<file path="config.mk">
export PLATFORM = sky130hd
export DESIGN_NAME = cctu_compare_capture_timer
export DESIGN_NICKNAME = d
export VERILOG_FILES = /design/src/logic/cctu_pkg.sv /design/src/logic/cctu_compare_capture_timer.sv
export SDC_FILE = /design/constraint.sdc
export NUM_CORES = 1
export LEC_CHECK = 0
export CAP_MARGIN = 25
export CORE_ASPECT_RATIO = 1.2
export CORE_UTILIZATION = 60
export CTS_BUF_LIST = sky130_fd_sc_hd__clkbuf_2
export CTS_CLUSTER_SIZE = 25
export DETAILED_ROUTE_END_ITERATION = 6
export DONT_BUFFER_PORTS = 1
export PLACE_DENSITY = 0.76
export SKIP_LAST_GASP = 1
export SYNTH_ARGS = -nofsm -noshare
export SYNTH_HDL_FRONTEND = slang
export SYNTH_SLANG_ARGS = --single-unit
</file>
<file path="constraint.sdc">
create_clock -name clock -period 2.15 [get_ports clock]
set_input_delay 0 -clock clock [delete_from_list [all_inputs] [get_ports clock]]
set_output_delay 0 -clock clock [all_outputs]
set_load 0.01 [all_outputs]
</file>
<file path="src/logic/cctu_pkg.sv">
// Constants, register map and types of the compare/capture timer unit
package cctu_pkg;
   // Machine cycle and divider figures
   localparam int unsigned CCTU_MC_CLOCKS = 12;
   localparam logic [3:0]  CCTU_MC_LAST   = 4'(CCTU_MC_CLOCKS - 1);
   localparam int unsigned CCTU_NUM_CC    = 5;   // Reload/compare plus four compare/capture
   localparam int unsigned CCTU_MAX_CM    = 8;
   localparam int unsigned CCTU_NUM_CAP   = CCTU_NUM_CC - 1;
   localparam logic [15:0] CCTU_CNT_MAX   = 16'hFFFF;
   localparam logic [3:0]  CCTU_ONE4      = 4'h1;
   localparam logic [7:0]  CCTU_ONES8     = 8'hFF;

   // Register byte addresses, one 32-bit word each
   localparam int unsigned CCTU_ADDR_W       = 8;
   localparam logic [7:0]  CCTU_ADDR_T2CTRL  = 8'h00;
   localparam logic [7:0]  CCTU_ADDR_T2CNT   = 8'h04;
   localparam logic [7:0]  CCTU_ADDR_CRC     = 8'h08;
   localparam logic [7:0]  CCTU_ADDR_CTCTRL  = 8'h0C;
   localparam logic [7:0]  CCTU_ADDR_CTCNT   = 8'h10;
   localparam logic [7:0]  CCTU_ADDR_CTREL   = 8'h14;
   localparam logic [7:0]  CCTU_ADDR_STATUS  = 8'h18;
   localparam logic [7:0]  CCTU_ADDR_CCMODE  = 8'h1C;
   localparam logic [7:0]  CCTU_ADDR_CC1     = 8'h20;
   localparam logic [7:0]  CCTU_ADDR_CMSEL   = 8'h30;
   localparam logic [7:0]  CCTU_ADDR_PORTCMP = 8'h34;
   localparam logic [7:0]  CCTU_ADDR_CMP2    = 8'h38;
   localparam logic [7:0]  CCTU_ADDR_SETCMP  = 8'h3C;
   localparam logic [7:0]  CCTU_ADDR_CLRCMP  = 8'h40;
   localparam logic [7:0]  CCTU_ADDR_PORT5   = 8'h44;
   localparam logic [7:0]  CCTU_ADDR_CM0     = 8'h48;
   localparam logic [7:0]  CCTU_REG_STRIDE   = 8'h04;

   // Field positions
   localparam int unsigned CCTU_STAT_T2OVF   = 0;
   localparam int unsigned CCTU_STAT_CTOVF   = 1;
   localparam int unsigned CCTU_STAT_CH0     = 2;
   localparam int unsigned CCTU_CMSEL_LSB    = 8;
   localparam int unsigned CCTU_CLEAR_MASK_REGISTER_LSB   = 8;
   localparam int unsigned CCTU_CMP2_EN_BIT  = 16;
   localparam int unsigned CCTU_CT_RUN_BIT   = 3;

   // Reset values
   localparam logic [7:0]  CCTU_PORT5_RST    = 8'hFF;

   // Timer 2 input modes and compare channel modes
   typedef enum logic [1:0] {T2_STOP, T2_TIMER, T2_GATED, T2_EVENT} cctu_t2mode_t;
   typedef enum logic [1:0] {CM_OFF, CM_MODE0, CM_MODE1, CM_CAPTURE} cctu_cmode_t;

   // Timer 2 control word
   typedef struct packed {
      logic         reloadMode1;
      logic         reloadEn;
      logic         presc24;
      cctu_t2mode_t mode;
   } cctu_t2ctrl_t;
endpackage : cctu_pkg

</file>
<file path="src/logic/cctu_compare_capture_timer.sv">
// Compare/capture timer unit: timer 2, compare timer, compare channels, AHB-Lite slave
//
// The address map and the AHB-Lite slave port are this design's own decisions.
`timescale 1ns/1ps
// Behaviour
// - Timer mode counts at osc/12 or osc/24
// - Gated mode counts only while gate high
// - Gate input sampled once per machine cycle
// - Event mode counts sampled falling edges
// - Reload mode 0: overflow sets flag, loads reload
// - Reload mode 1: trigger falling edge loads reload
// - Compare timer prescaler osc/2 to osc/256
// - Compare timer free-runs, reloads on overflow
// - Compare timer rollover sets its overflow flag
// - Channels compare value, act, flag match
// - Mode 0: high on match, low on overflow
// - Mode 0 ignores software port writes
// - Mode 1: writes go to shadow, moved on match
// - Mode 2 set match drives masked pins high
// - Mode 2 clear match drives masked pins low
// - Reload/compare and capture registers use timer 2
// - Each compare register picks timer 2 or compare timer
// - Machine cycle is twelve clock periods
module cctu_compare_capture_timer #(
   parameter int unsigned NUM_CM = 8
) (
   // Clock and reset
   input  wire logic                     clock,
   input  wire logic                     arst_n,
   // AHB-Lite slave
   input  wire logic                     hsel,
   input  wire logic [31:0]              haddr,
   input  wire logic [1:0]               htrans,
   input  wire logic                     hwrite,
   input  wire logic [2:0]               hsize,
   input  wire logic [31:0]              hwdata,
   input  wire logic                     hready,
   output logic                          hreadyout,
   output logic                          hresp,
   output logic [31:0]                   hrdata,
   // Timer 2 pins
   input  wire logic                     timer2CountGatePin,
   input  wire logic                     reloadTriggerPin,
   input  wire logic [cctu_pkg::CCTU_NUM_CAP-1:0] capturePin,
   // Compare outputs and flags
   output logic [cctu_pkg::CCTU_NUM_CC+NUM_CM-1:0] compareOut,
   output logic [7:0]                    port5Out,
   output logic                          timer2OverflowFlag,
   output logic                          compareTimerOverflowFlag
);
   import cctu_pkg::*;

   localparam int unsigned NCH = CCTU_NUM_CC + NUM_CM;

   if (NUM_CM < 1 || NUM_CM > CCTU_MAX_CM) begin : g_bad_cm
      $error("NUM_CM must be 1 to 8");
   end

   // Register state
   cctu_t2ctrl_t      t2Ctrl_reg;
   logic [15:0]       t2Count_reg, crc_reg, ctCount_reg, ctReload_reg, setCmp_reg, clrCmp_reg;
   logic [3:0]        ctCtrl_reg;
   logic [NUM_CM-1:0] cmEn_reg, cmSel_reg;
   logic [2*CCTU_NUM_CC-1:0] ccMode_reg;
   logic [15:0]       ccVal_reg [CCTU_NUM_CAP];
   logic [15:0]       cmVal_reg [NUM_CM];
   logic [NCH-1:0]    portShadow_reg;
   logic [7:0]        setMask_reg, clrMask_reg;
   logic              mode2En_reg;
   logic [NCH+1:0]    status_reg;
   // Bus state
   logic              pend_reg, pendWrite_reg;
   logic [7:0]        pAddr_reg;
   logic [31:0]       rdValue;
   logic              wrEn;

   // Address phase taken, answered after one wait state so hrdata is a flop
   always_ff @(posedge clock or negedge arst_n) begin
      if (!arst_n) begin
         pend_reg      <= 1'b0;
         pendWrite_reg <= 1'b0;
         pAddr_reg     <= 8'h00;
         hreadyout     <= 1'b1;
         hrdata        <= 32'h0000_0000;
         hresp         <= 1'b0;
      end else begin
         hresp <= 1'b0; // Always OKAY
         if (hsel && htrans[1] && hready) begin
            pend_reg      <= 1'b1;
            pendWrite_reg <= hwrite;
            pAddr_reg     <= {haddr[CCTU_ADDR_W-1:2], 2'b00};
            hreadyout     <= 1'b0;
         end else if (pend_reg) begin
            pend_reg  <= 1'b0;
            hreadyout <= 1'b1;
            if (!pendWrite_reg) begin
               hrdata <= rdValue;
            end
         end
      end
   end

   assign wrEn = pend_reg && pendWrite_reg;

   // Read mux; unmapped addresses read zero
   always_comb begin
      rdValue = 32'h0000_0000;
      unique case (pAddr_reg)
         CCTU_ADDR_T2CTRL:  rdValue = 32'(t2Ctrl_reg);
         CCTU_ADDR_T2CNT:   rdValue = 32'(t2Count_reg);
         CCTU_ADDR_CRC:     rdValue = 32'(crc_reg);
         CCTU_ADDR_CTCTRL:  rdValue = 32'(ctCtrl_reg);
         CCTU_ADDR_CTCNT:   rdValue = 32'(ctCount_reg);
         CCTU_ADDR_CTREL:   rdValue = 32'(ctReload_reg);
         CCTU_ADDR_STATUS:  rdValue = 32'(status_reg);
         CCTU_ADDR_CCMODE:  rdValue = 32'(ccMode_reg);
         CCTU_ADDR_CMSEL:   rdValue = 32'(cmEn_reg) | (32'(cmSel_reg) << CCTU_CMSEL_LSB);
         CCTU_ADDR_PORTCMP: rdValue = 32'(compareOut);
         CCTU_ADDR_CMP2:    rdValue = {15'h0000, mode2En_reg, clrMask_reg, setMask_reg};
         CCTU_ADDR_SETCMP:  rdValue = 32'(setCmp_reg);
         CCTU_ADDR_CLRCMP:  rdValue = 32'(clrCmp_reg);
         CCTU_ADDR_PORT5:   rdValue = 32'(port5Out);
         default:           rdValue = 32'h0000_0000;
      endcase
      for (int k = 0; k < CCTU_NUM_CAP; k++) begin
         if (pAddr_reg == CCTU_ADDR_CC1 + 8'(k) * CCTU_REG_STRIDE) begin
            rdValue = 32'(ccVal_reg[k]);
         end
      end
      for (int k = 0; k < NUM_CM; k++) begin
         if (pAddr_reg == CCTU_ADDR_CM0 + 8'(k) * CCTU_REG_STRIDE) begin
            rdValue = 32'(cmVal_reg[k]);
         end
      end
   end

   // Plain control registers
   always_ff @(posedge clock or negedge arst_n) begin
      if (!arst_n) begin
         t2Ctrl_reg     <= '0;
         crc_reg        <= 16'h0000;
         ctCtrl_reg     <= 4'h0;
         ctReload_reg   <= 16'h0000;
         ccMode_reg     <= '0;
         cmEn_reg       <= '0;
         cmSel_reg      <= '0;
         portShadow_reg <= '1;
         setMask_reg    <= 8'h00;
         clrMask_reg    <= 8'h00;
         mode2En_reg    <= 1'b0;
         setCmp_reg     <= 16'h0000;
         clrCmp_reg     <= 16'h0000;
         for (int k = 0; k < NUM_CM; k++) cmVal_reg[k] <= 16'h0000;
      end else if (wrEn) begin
         unique case (pAddr_reg)
            CCTU_ADDR_T2CTRL:  t2Ctrl_reg <= cctu_t2ctrl_t'(hwdata[$bits(cctu_t2ctrl_t)-1:0]);
            CCTU_ADDR_CRC:     crc_reg <= hwdata[15:0];
            CCTU_ADDR_CTCTRL:  ctCtrl_reg <= hwdata[3:0];
            CCTU_ADDR_CTREL:   ctReload_reg <= hwdata[15:0];
            CCTU_ADDR_CCMODE:  ccMode_reg <= hwdata[2*CCTU_NUM_CC-1:0];
            CCTU_ADDR_CMSEL: begin
               cmEn_reg  <= hwdata[NUM_CM-1:0];
               cmSel_reg <= hwdata[CCTU_CMSEL_LSB +: NUM_CM];
            end
            CCTU_ADDR_PORTCMP: portShadow_reg <= hwdata[NCH-1:0]; // Shadow always written
            CCTU_ADDR_CMP2: begin
               setMask_reg <= hwdata[7:0];
               clrMask_reg <= hwdata[CCTU_CLEAR_MASK_REGISTER_LSB +: 8];
               mode2En_reg <= hwdata[CCTU_CMP2_EN_BIT];
            end
            CCTU_ADDR_SETCMP:  setCmp_reg <= hwdata[15:0];
            CCTU_ADDR_CLRCMP:  clrCmp_reg <= hwdata[15:0];
            default: ;
         endcase
         for (int k = 0; k < NUM_CM; k++) begin
            if (pAddr_reg == CCTU_ADDR_CM0 + 8'(k) * CCTU_REG_STRIDE) cmVal_reg[k] <= hwdata[15:0];
         end
      end
   end

   // Machine cycle enable and input samplers, all stepped once per machine cycle
   logic [3:0]              mcDiv_reg;
   logic                    mcEn, half24_reg, gateSamp_reg, evSamp_reg, evPrev_reg;
   logic                    trigSamp_reg, trigPrev_reg;
   logic [CCTU_NUM_CAP-1:0] capSamp_reg, capPrev_reg;
   assign mcEn = (mcDiv_reg == CCTU_MC_LAST);
   always_ff @(posedge clock or negedge arst_n) begin
      if (!arst_n) begin
         mcDiv_reg    <= 4'h0;
         half24_reg   <= 1'b0;
         gateSamp_reg <= 1'b0;
         evSamp_reg   <= 1'b0;
         evPrev_reg   <= 1'b0;
         trigSamp_reg <= 1'b0;
         trigPrev_reg <= 1'b0;
         capSamp_reg  <= '0;
         capPrev_reg  <= '0;
      end else begin
         mcDiv_reg <= mcEn ? 4'h0 : mcDiv_reg + CCTU_ONE4;
         if (mcEn) begin
            half24_reg   <= !half24_reg;
            gateSamp_reg <= timer2CountGatePin;
            evSamp_reg   <= timer2CountGatePin;
            evPrev_reg   <= evSamp_reg;
            trigSamp_reg <= reloadTriggerPin;
            trigPrev_reg <= trigSamp_reg;
            capSamp_reg  <= capturePin;
            capPrev_reg  <= capSamp_reg;
         end
      end
   end

   // Timer 2 count enable; event edges need two samples, hence osc/24 at most
   logic t2Tick, t2Ovf, trigReload, wrT2Cnt, t2Upd_reg, t2OvfEv_reg;
   always_comb begin
      unique case (t2Ctrl_reg.mode)
         T2_STOP:  t2Tick = 1'b0;
         T2_TIMER: t2Tick = mcEn && (!t2Ctrl_reg.presc24 || half24_reg);
         T2_GATED: t2Tick = mcEn && (!t2Ctrl_reg.presc24 || half24_reg) && gateSamp_reg;
         T2_EVENT: t2Tick = mcEn && evPrev_reg && !evSamp_reg;
      endcase
   end
   assign t2Ovf      = t2Tick && (t2Count_reg == CCTU_CNT_MAX);
   assign trigReload = t2Ctrl_reg.reloadEn && t2Ctrl_reg.reloadMode1 && mcEn
                       && trigPrev_reg && !trigSamp_reg;
   assign wrT2Cnt    = wrEn && (pAddr_reg == CCTU_ADDR_T2CNT);

   // Timer 2 counter and reload
   always_ff @(posedge clock or negedge arst_n) begin
      if (!arst_n) begin
         t2Count_reg <= 16'h0000;
         t2Upd_reg   <= 1'b0;
         t2OvfEv_reg <= 1'b0;
      end else begin
         t2Upd_reg   <= t2Tick;
         t2OvfEv_reg <= t2Ovf;
         if (wrT2Cnt) begin
            t2Count_reg <= hwdata[15:0];
         end else if (trigReload) begin
            t2Count_reg <= crc_reg;
         end else if (t2Ovf) begin
            t2Count_reg <= (t2Ctrl_reg.reloadEn && !t2Ctrl_reg.reloadMode1) ? crc_reg : 16'h0000;
         end else if (t2Tick) begin
            t2Count_reg <= t2Count_reg + 16'h0001;
         end
      end
   end

   // Compare timer prescaler: tick when the low sel+1 divider bits are all ones
   logic [7:0] ctDiv_reg, ctMask;
   logic       ctTick, ctOvf, wrCtCnt, ctUpd_reg, ctOvfEv_reg;
   assign ctMask  = ~(CCTU_ONES8 << ({1'b0, ctCtrl_reg[2:0]} + CCTU_ONE4));
   assign ctTick  = ctCtrl_reg[CCTU_CT_RUN_BIT] && ((ctDiv_reg & ctMask) == ctMask);
   assign ctOvf   = ctTick && (ctCount_reg == CCTU_CNT_MAX);
   assign wrCtCnt = wrEn && (pAddr_reg == CCTU_ADDR_CTCNT);

   // Compare timer counter with auto reload
   always_ff @(posedge clock or negedge arst_n) begin
      if (!arst_n) begin
         ctDiv_reg   <= 8'h00;
         ctCount_reg <= 16'h0000;
         ctUpd_reg   <= 1'b0;
         ctOvfEv_reg <= 1'b0;
      end else begin
         ctDiv_reg   <= ctDiv_reg + 8'h01;
         ctUpd_reg   <= ctTick;
         ctOvfEv_reg <= ctOvf;
         if (wrCtCnt) begin
            ctCount_reg <= hwdata[15:0];
         end else if (ctOvf) begin
            ctCount_reg <= ctReload_reg;
         end else if (ctTick) begin
            ctCount_reg <= ctCount_reg + 16'h0001;
         end
      end
   end

   // Per-channel mode, value, timer choice and events
   cctu_cmode_t    chMode [NCH];
   logic [15:0]    chVal  [NCH];
   logic [NCH-1:0] chUseCt, chMatch, chOvf, capEv;
   logic           wrPort;
   assign wrPort = wrEn && (pAddr_reg == CCTU_ADDR_PORTCMP);
   for (genvar i = 0; i < NCH; i++) begin : g_ch
      if (i == 0) begin : g_crc
         // Reload/compare register cannot capture
         assign chMode[i]  = (cctu_cmode_t'(ccMode_reg[1:0]) == CM_CAPTURE) ? CM_OFF
                             : cctu_cmode_t'(ccMode_reg[1:0]);
         assign chVal[i]   = crc_reg;
         assign chUseCt[i] = 1'b0;
         assign capEv[i]   = 1'b0;
      end else if (i < CCTU_NUM_CC) begin : g_cc
         assign chMode[i]  = cctu_cmode_t'(ccMode_reg[2*i +: 2]);
         assign chVal[i]   = ccVal_reg[i-1];
         assign chUseCt[i] = 1'b0;
         assign capEv[i]   = (chMode[i] == CM_CAPTURE) && mcEn && !capSamp_reg[i-1]
                             && capPrev_reg[i-1];
      end else begin : g_cm
         assign chMode[i]  = !cmEn_reg[i-CCTU_NUM_CC] ? CM_OFF
                             : (cmSel_reg[i-CCTU_NUM_CC] ? CM_MODE1 : CM_MODE0);
         assign chVal[i]   = cmVal_reg[i-CCTU_NUM_CC];
         assign chUseCt[i] = cmSel_reg[i-CCTU_NUM_CC];
         assign capEv[i]   = 1'b0;
      end
      // Compare against the freshly updated count of the assigned timer
      assign chMatch[i] = (chMode[i] == CM_MODE0 || chMode[i] == CM_MODE1)
                          && (chUseCt[i] ? (ctUpd_reg && ctCount_reg == chVal[i])
                                         : (t2Upd_reg && t2Count_reg == chVal[i]));
      assign chOvf[i]   = chUseCt[i] ? ctOvfEv_reg : t2OvfEv_reg;

   end

   // Capture registers; a capture event beats a software write in the same cycle
   always_ff @(posedge clock or negedge arst_n) begin
      if (!arst_n) begin
         for (int k = 0; k < CCTU_NUM_CAP; k++) ccVal_reg[k] <= 16'h0000;
      end else begin
         for (int k = 0; k < CCTU_NUM_CAP; k++) begin
            if (capEv[k+1]) begin
               ccVal_reg[k] <= t2Count_reg;
            end else if (wrEn && pAddr_reg == CCTU_ADDR_CC1 + 8'(k) * CCTU_REG_STRIDE) begin
               ccVal_reg[k] <= hwdata[15:0];
            end
         end
      end
   end

   // Compare output latches per mode
   always_ff @(posedge clock or negedge arst_n) begin
      if (!arst_n) begin
         compareOut <= '1;
      end else begin
         for (int k = 0; k < NCH; k++) begin
            unique case (chMode[k])
               CM_MODE0: begin
                  if (chMatch[k]) compareOut[k] <= 1'b1;
                  else if (chOvf[k]) compareOut[k] <= 1'b0;
               end
               CM_MODE1: if (chMatch[k]) compareOut[k] <= portShadow_reg[k];
               default:  if (wrPort) compareOut[k] <= hwdata[k];
            endcase
         end
      end
   end

   // Mode 2 port: set then clear, so clear wins if both match together
   logic setMatch, clrMatch;
   assign setMatch = mode2En_reg && t2Upd_reg && (t2Count_reg == setCmp_reg);
   assign clrMatch = mode2En_reg && t2Upd_reg && (t2Count_reg == clrCmp_reg);
   always_ff @(posedge clock or negedge arst_n) begin
      if (!arst_n) begin
         port5Out <= CCTU_PORT5_RST;
      end else if (mode2En_reg) begin
         port5Out <= (port5Out | (setMatch ? setMask_reg : 8'h00))
                     & ~(clrMatch ? clrMask_reg : 8'h00);
      end else if (wrEn && pAddr_reg == CCTU_ADDR_PORT5) begin
         port5Out <= hwdata[7:0];
      end
   end

   // Sticky status, write one to clear; a new event wins over the clear
   logic [NCH+1:0] statSet, statClr;
   assign statSet = {chMatch | capEv, ctOvf, t2Ovf};
   assign statClr = (wrEn && pAddr_reg == CCTU_ADDR_STATUS) ? hwdata[NCH+1:0] : '0;
   always_ff @(posedge clock or negedge arst_n) begin
      if (!arst_n) begin
         status_reg <= '0;
      end else begin
         status_reg <= (status_reg & ~statClr) | statSet;
      end
   end
   assign timer2OverflowFlag       = status_reg[CCTU_STAT_T2OVF];
   assign compareTimerOverflowFlag = status_reg[CCTU_STAT_CTOVF];
endmodule : cctu_compare_capture_timer

</file>
==> results of run 1 <==
==> per-layer routing <==
layer | global-route usage, % | overflow
met1 | 85.8 | 13
met2 | 95.7 | 128
met3 | 76.0 | 2
met4 | 82.2 | 83
met5 | 42.1 | 2
==> cell families after synthesis <==
group	count (synthesis)	synth area share [%]
mux	289	11.5
other cells	1	0.0137
flops	443	40.8
simple gates	850	15.6
buf+inv	298	4.83
fa+ha+maj	22	1.01
compound gates	571	13.7
xor+xnor	392	12.6
==> metrics by stage <==
step	area (µm²)	hold WS, ps	setup slack [ps]	cells
4_1_cts	35400	-1570	-186	4033
3_5_place_dp	31200	-287	-642	3668
3_3_place_gp	31200	-287	-703	3668
2_1_floorplan	27500	-296	-45.5	2881
==> timing repair <==
item / 4_1_cts
setup endpoints to repair: 265
endpoints found under the hold margin: 864
hold buffers: 95
buffers inserted: 59
pin swaps: 88
gates resized for setup: 303
gates cloned: 13
==> synthesized netlist by cell type (24+ instances only) <==
cell and count:
nand4_1 95, xnor2_1 297, buf_2 58, mux2i_1 92, o21ai_0 210, clkbuf_1 132, mux2_2 196, xor2_1 95
a221oi_1 29, nor3_1 77, dfrtp_1 408, nand2_1 313, a21oi_1 72, nand3_1 101, buf_1 39, dfstp_2 35
a22oi_1 41, nor2_1 110, o22ai_1 33, inv_1 39, and3_1 32, buf_4 24
==> metrics, run 1 <==
status stopped before the end; Failed at 5_1_grt; error msg [ERROR GRT-0232] Routing congestion too high. Check the congestion heatmap in the GUI.; Num CTS Buffers 110; mapped cell area 27300 µm²; Die Ht 236 µm; top post-synthesis cells by area dfrtp_1 (37%), xnor2_1 (9.5%), mux2_2 (8.1%); syn_area_per_cell 9.52 µm²; GRT Util Overall 84.8%; distinct cell type count of the synthesized netlist 81; sequential area share after synthesis 40.8%; dpl hpwl 94600 µm; largest net degree at the start of global routing 444; io pins 137; Initial Util 60.8%; Mapped Cells 2866; row count 85; ys async rst share 100%; Main synth FF type dfrtp_1; Synth area leader dfrtp_1; # port buffers 0; total grt overflow 228; Yosys Warn Count 0; worst ep type sequential cell input; CTS Buffer Depth 3; number of synthesized flops with an enable pin 0; level count of the clock H-tree 3; RePlAce Congestion 1.11; width of the die 197 µm; clk sinks 443; worst endpoint from the post-global-route timing repair hrdata[3]$_DFFE_PN0P_/D; #FFs+latches synth 443; CTS Root Cell clkbuf_2; share of the synthesized area in the top cell type 37.4%
==> run 2: changes to the inputs <==
Settings changed: CORE_ASPECT_RATIO 1.2 to default, CORE_UTILIZATION 60 to 40, CTS_BUF_LIST sky130_fd_sc_hd__clkbuf_2 to default, CTS_CLUSTER_SIZE 25 to default, PLACE_DENSITY 0.76 to default, PLACE_DENSITY_LB_ADDON from default to 0.15.
Clock period 2.15 ns to 2.8 ns, I/O delays scaled along.
==> run 2 against run 1 <==
Compared with the run above: the flow now finishes, with violations (hold timing); area after synthesis stayed put; synthesized cell count stayed put.
==> metrics, run 2 <==
status complete, but fails checks; violated checks hold timing; Max Fclk 358 MHz; Post-Route WL 139000 µm; most repeated cell in the gate-level netlist after synthesis dfrtp_1; Non-Filler Instances 3883; CTS Hold Bufs 69; CTS Root Cell clkbuf_16; CTS Buffer Depth 3; 1st-pass router iterations 6; dpl hpwl 96700 µm; Critical Path, Cell by Cell buf_4, or4b_1, buf_4, o22ai_1, a22oi_1, o31a_1, a2111oi_0, buf_4, o21ai_0; largest family of logic cells by synthesized area simple AND/OR/NAND/NOR gates; Slew @ Worst Pin 1410 ps; row count 95; Final Critical Period 2790 ps; Final setup viols 0; CTS tree done; commonest non-fill, non-tap cell in the layout dfrtp_1; Mapped Cells 2866; cell count after placement 3710; skew final 26.7 ps; pre-CTS setup slack -120 ps; Main synth FF type dfrtp_1; P per Cell Area 758 nW/µm²; io pins 137; Final WS setup 10.2 ps; WL per Instance 35.9 µm; ANT nets after route 0; antenna violations before repair 3; routed via count 25371; Crit. End Element flop; commonest non-fill, non-tap cells in the layout dfrtp_1 (403), nand2_1 (312), xnor2_1 (297), o21ai_0 (209), buf_4 (202); fin crit share 99.6%; Setup Fix Bufs, Post-CTS 0; most frequent CP cell buf_4; #FFs+latches synth 443; Synth Area in Simple Gates 15.6%; mapped cell area 27300 µm²; Post-Synth XOR/XNOR Area 12.6%; worst path required time 3310 ps; Power Total 24.2 mW; clk sinks 443; DRC viols 0; synth-to-layout area growth 17.0%; width of the die 263 µm; Leak 13.0 nW; RSZ-0062 raised after global routing no; nets 3064; Yosys Warn Count 0; Crit Path Max Fanout 17; share of the synthesized area in the top cell type 37.4%; level count of the clock H-tree 2; crit start category flop; GRT Util Overall 39.6%; final hold viol count 443; RePlAce Congestion 1.08; crit path DAT 3300 ps; DRT iter0 DRCs 3240; slowest CP cell a2111oi_0; largest net degree at the start of global routing 444; CP max stage delay 480 ps; commonest cells in the synthesized netlist dfrtp_1 (408), nand2_1 (313), xnor2_1 (297); core area 67400 µm²; VDD IR max 497 µV; # port buffers 0; syn_area_per_cell 9.52 µm²; die area 69300 µm²; Initial Util 40.5%; clk_lat worst skew 650 ps; Num CTS Buffers 54; via/cell ratio 6.53; WHS -912 ps; Compound-Gate Fraction of Synth Area 13.7%; Die Ht 263 µm; relative max-transition margin 5.75%; ys async rst share 100%; Adder-Cell Fraction of Synth Area 1.01%; first-pass GRT wire length 193000 µm; total grt overflow 0; Hold WC Path Type input pin to async pin; distinct cell type count of the synthesized netlist 81; mux cell area share after synthesis 11.5%; sequential area share after synthesis 40.8%; number of synthesized flops with an enable pin 0; Slew Viols, Final 0; Crit Path Class flop to flop; layout cells sized above 1 20.3%; number of global-route vias before repair 24290; CTS clk-pin slew, worst paths 60 ps; max cap viols 0; max reg flops 128; # fillers 6425; top post-synthesis cells by area dfrtp_1 (37%), xnor2_1 (9.5%), mux2_2 (8.1%); Synth area leader dfrtp_1
-- run 2: repair_timing --
item / in CTS / in global routing
cloned: 0 / 0
pin swaps: 0 / 2
endpoints found under the hold margin: 764 / 443
endpoints found under the setup margin: 4 / 11
gates resized for setup: 4 / 12
-- run 2: worst paths after layout --
| check | cells after the start | from | to | slack [ps] |
|---|---|---|---|---|
| setup / recovery | 9 | pAddr_reg[5] | hrdata[6] | 10 |
| hold / removal | 0 | arst_n | ccVal_reg[16] | -910 |
| setup reg to reg | 9 | pAddr_reg[5] | hrdata[6] | 10 |
| hold reg to reg | 2 | portShadow_reg[0] | portShadow_reg[0] | 460 |
| max in group asynchronous | 0 | arst_n | chVal[79] | 2600 |
| min in group clock | 3 | capturePin[1] | capSamp_reg[1] | 20 |
-- run 2: through the flow --
step | instance area [µm²] | setup TNS [ps] | utilization [%]
5_1_grt | 31900 | 0 | 47.4
3_3_place_gp | 29100 | -152 | 43.1
2_1_floorplan | 27400 | 0 | -
4_1_cts | 31900 | 0 | 47.3
6_report | 31900 | 0 | 47.4
3_5_place_dp | 29100 | -173 | 43.1
-- run 2: cell type report --
type / count / area [µm²] / share of cell area (%)
multi-input combinational: 2140 / 15000 / 47.0
sequential: 443 / 11100 / 34.9
timing repair buffer: 283 / 2650 / 8.29
clock buffer: 79 / 1550 / 4.84
tap: 873 / 1090 / 3.42
clock inverter: 22 / 345 / 1.08
inverter: 40 / 150 / 0.470
antenna: 3 / 7.51 / 0.0235
-- run 2: critical path: cells and delay by family, from the launching register on --
family | cells | cell delay [ps]
compound gates | 5 | 1100
buf+inv | 3 | 670
flops | 1 | 440
simple gates | 1 | 460
-- run 2: cells by family (layout without fill, tap and decap cells) --
group,after synthesis,in the layout
simple gates,850,850
compound gates,571,571
flops,443,443
xor+xnor,392,392
buf+inv,298,424
mux,289,289
fa+ha+maj,22,22
other cells,1,19
-- run 2: layer usage --
metal	vias to the layer above	global-route usage [%]	wire length, µm
li1	10419	-	-
met1	12855	53.2	56000
met2	1664	58.5	58900
met3	433	9.38	15200
met4	0	22.2	9340
met5	-	0	0
-- run 2: power by group --
group	internal (mW)	switching [mW]
logic	3.02	4.67
registers	7.30	1.64
clock network	4.50	3.09
total	14.8	9.39
Power figures use the tool's default switching activity.
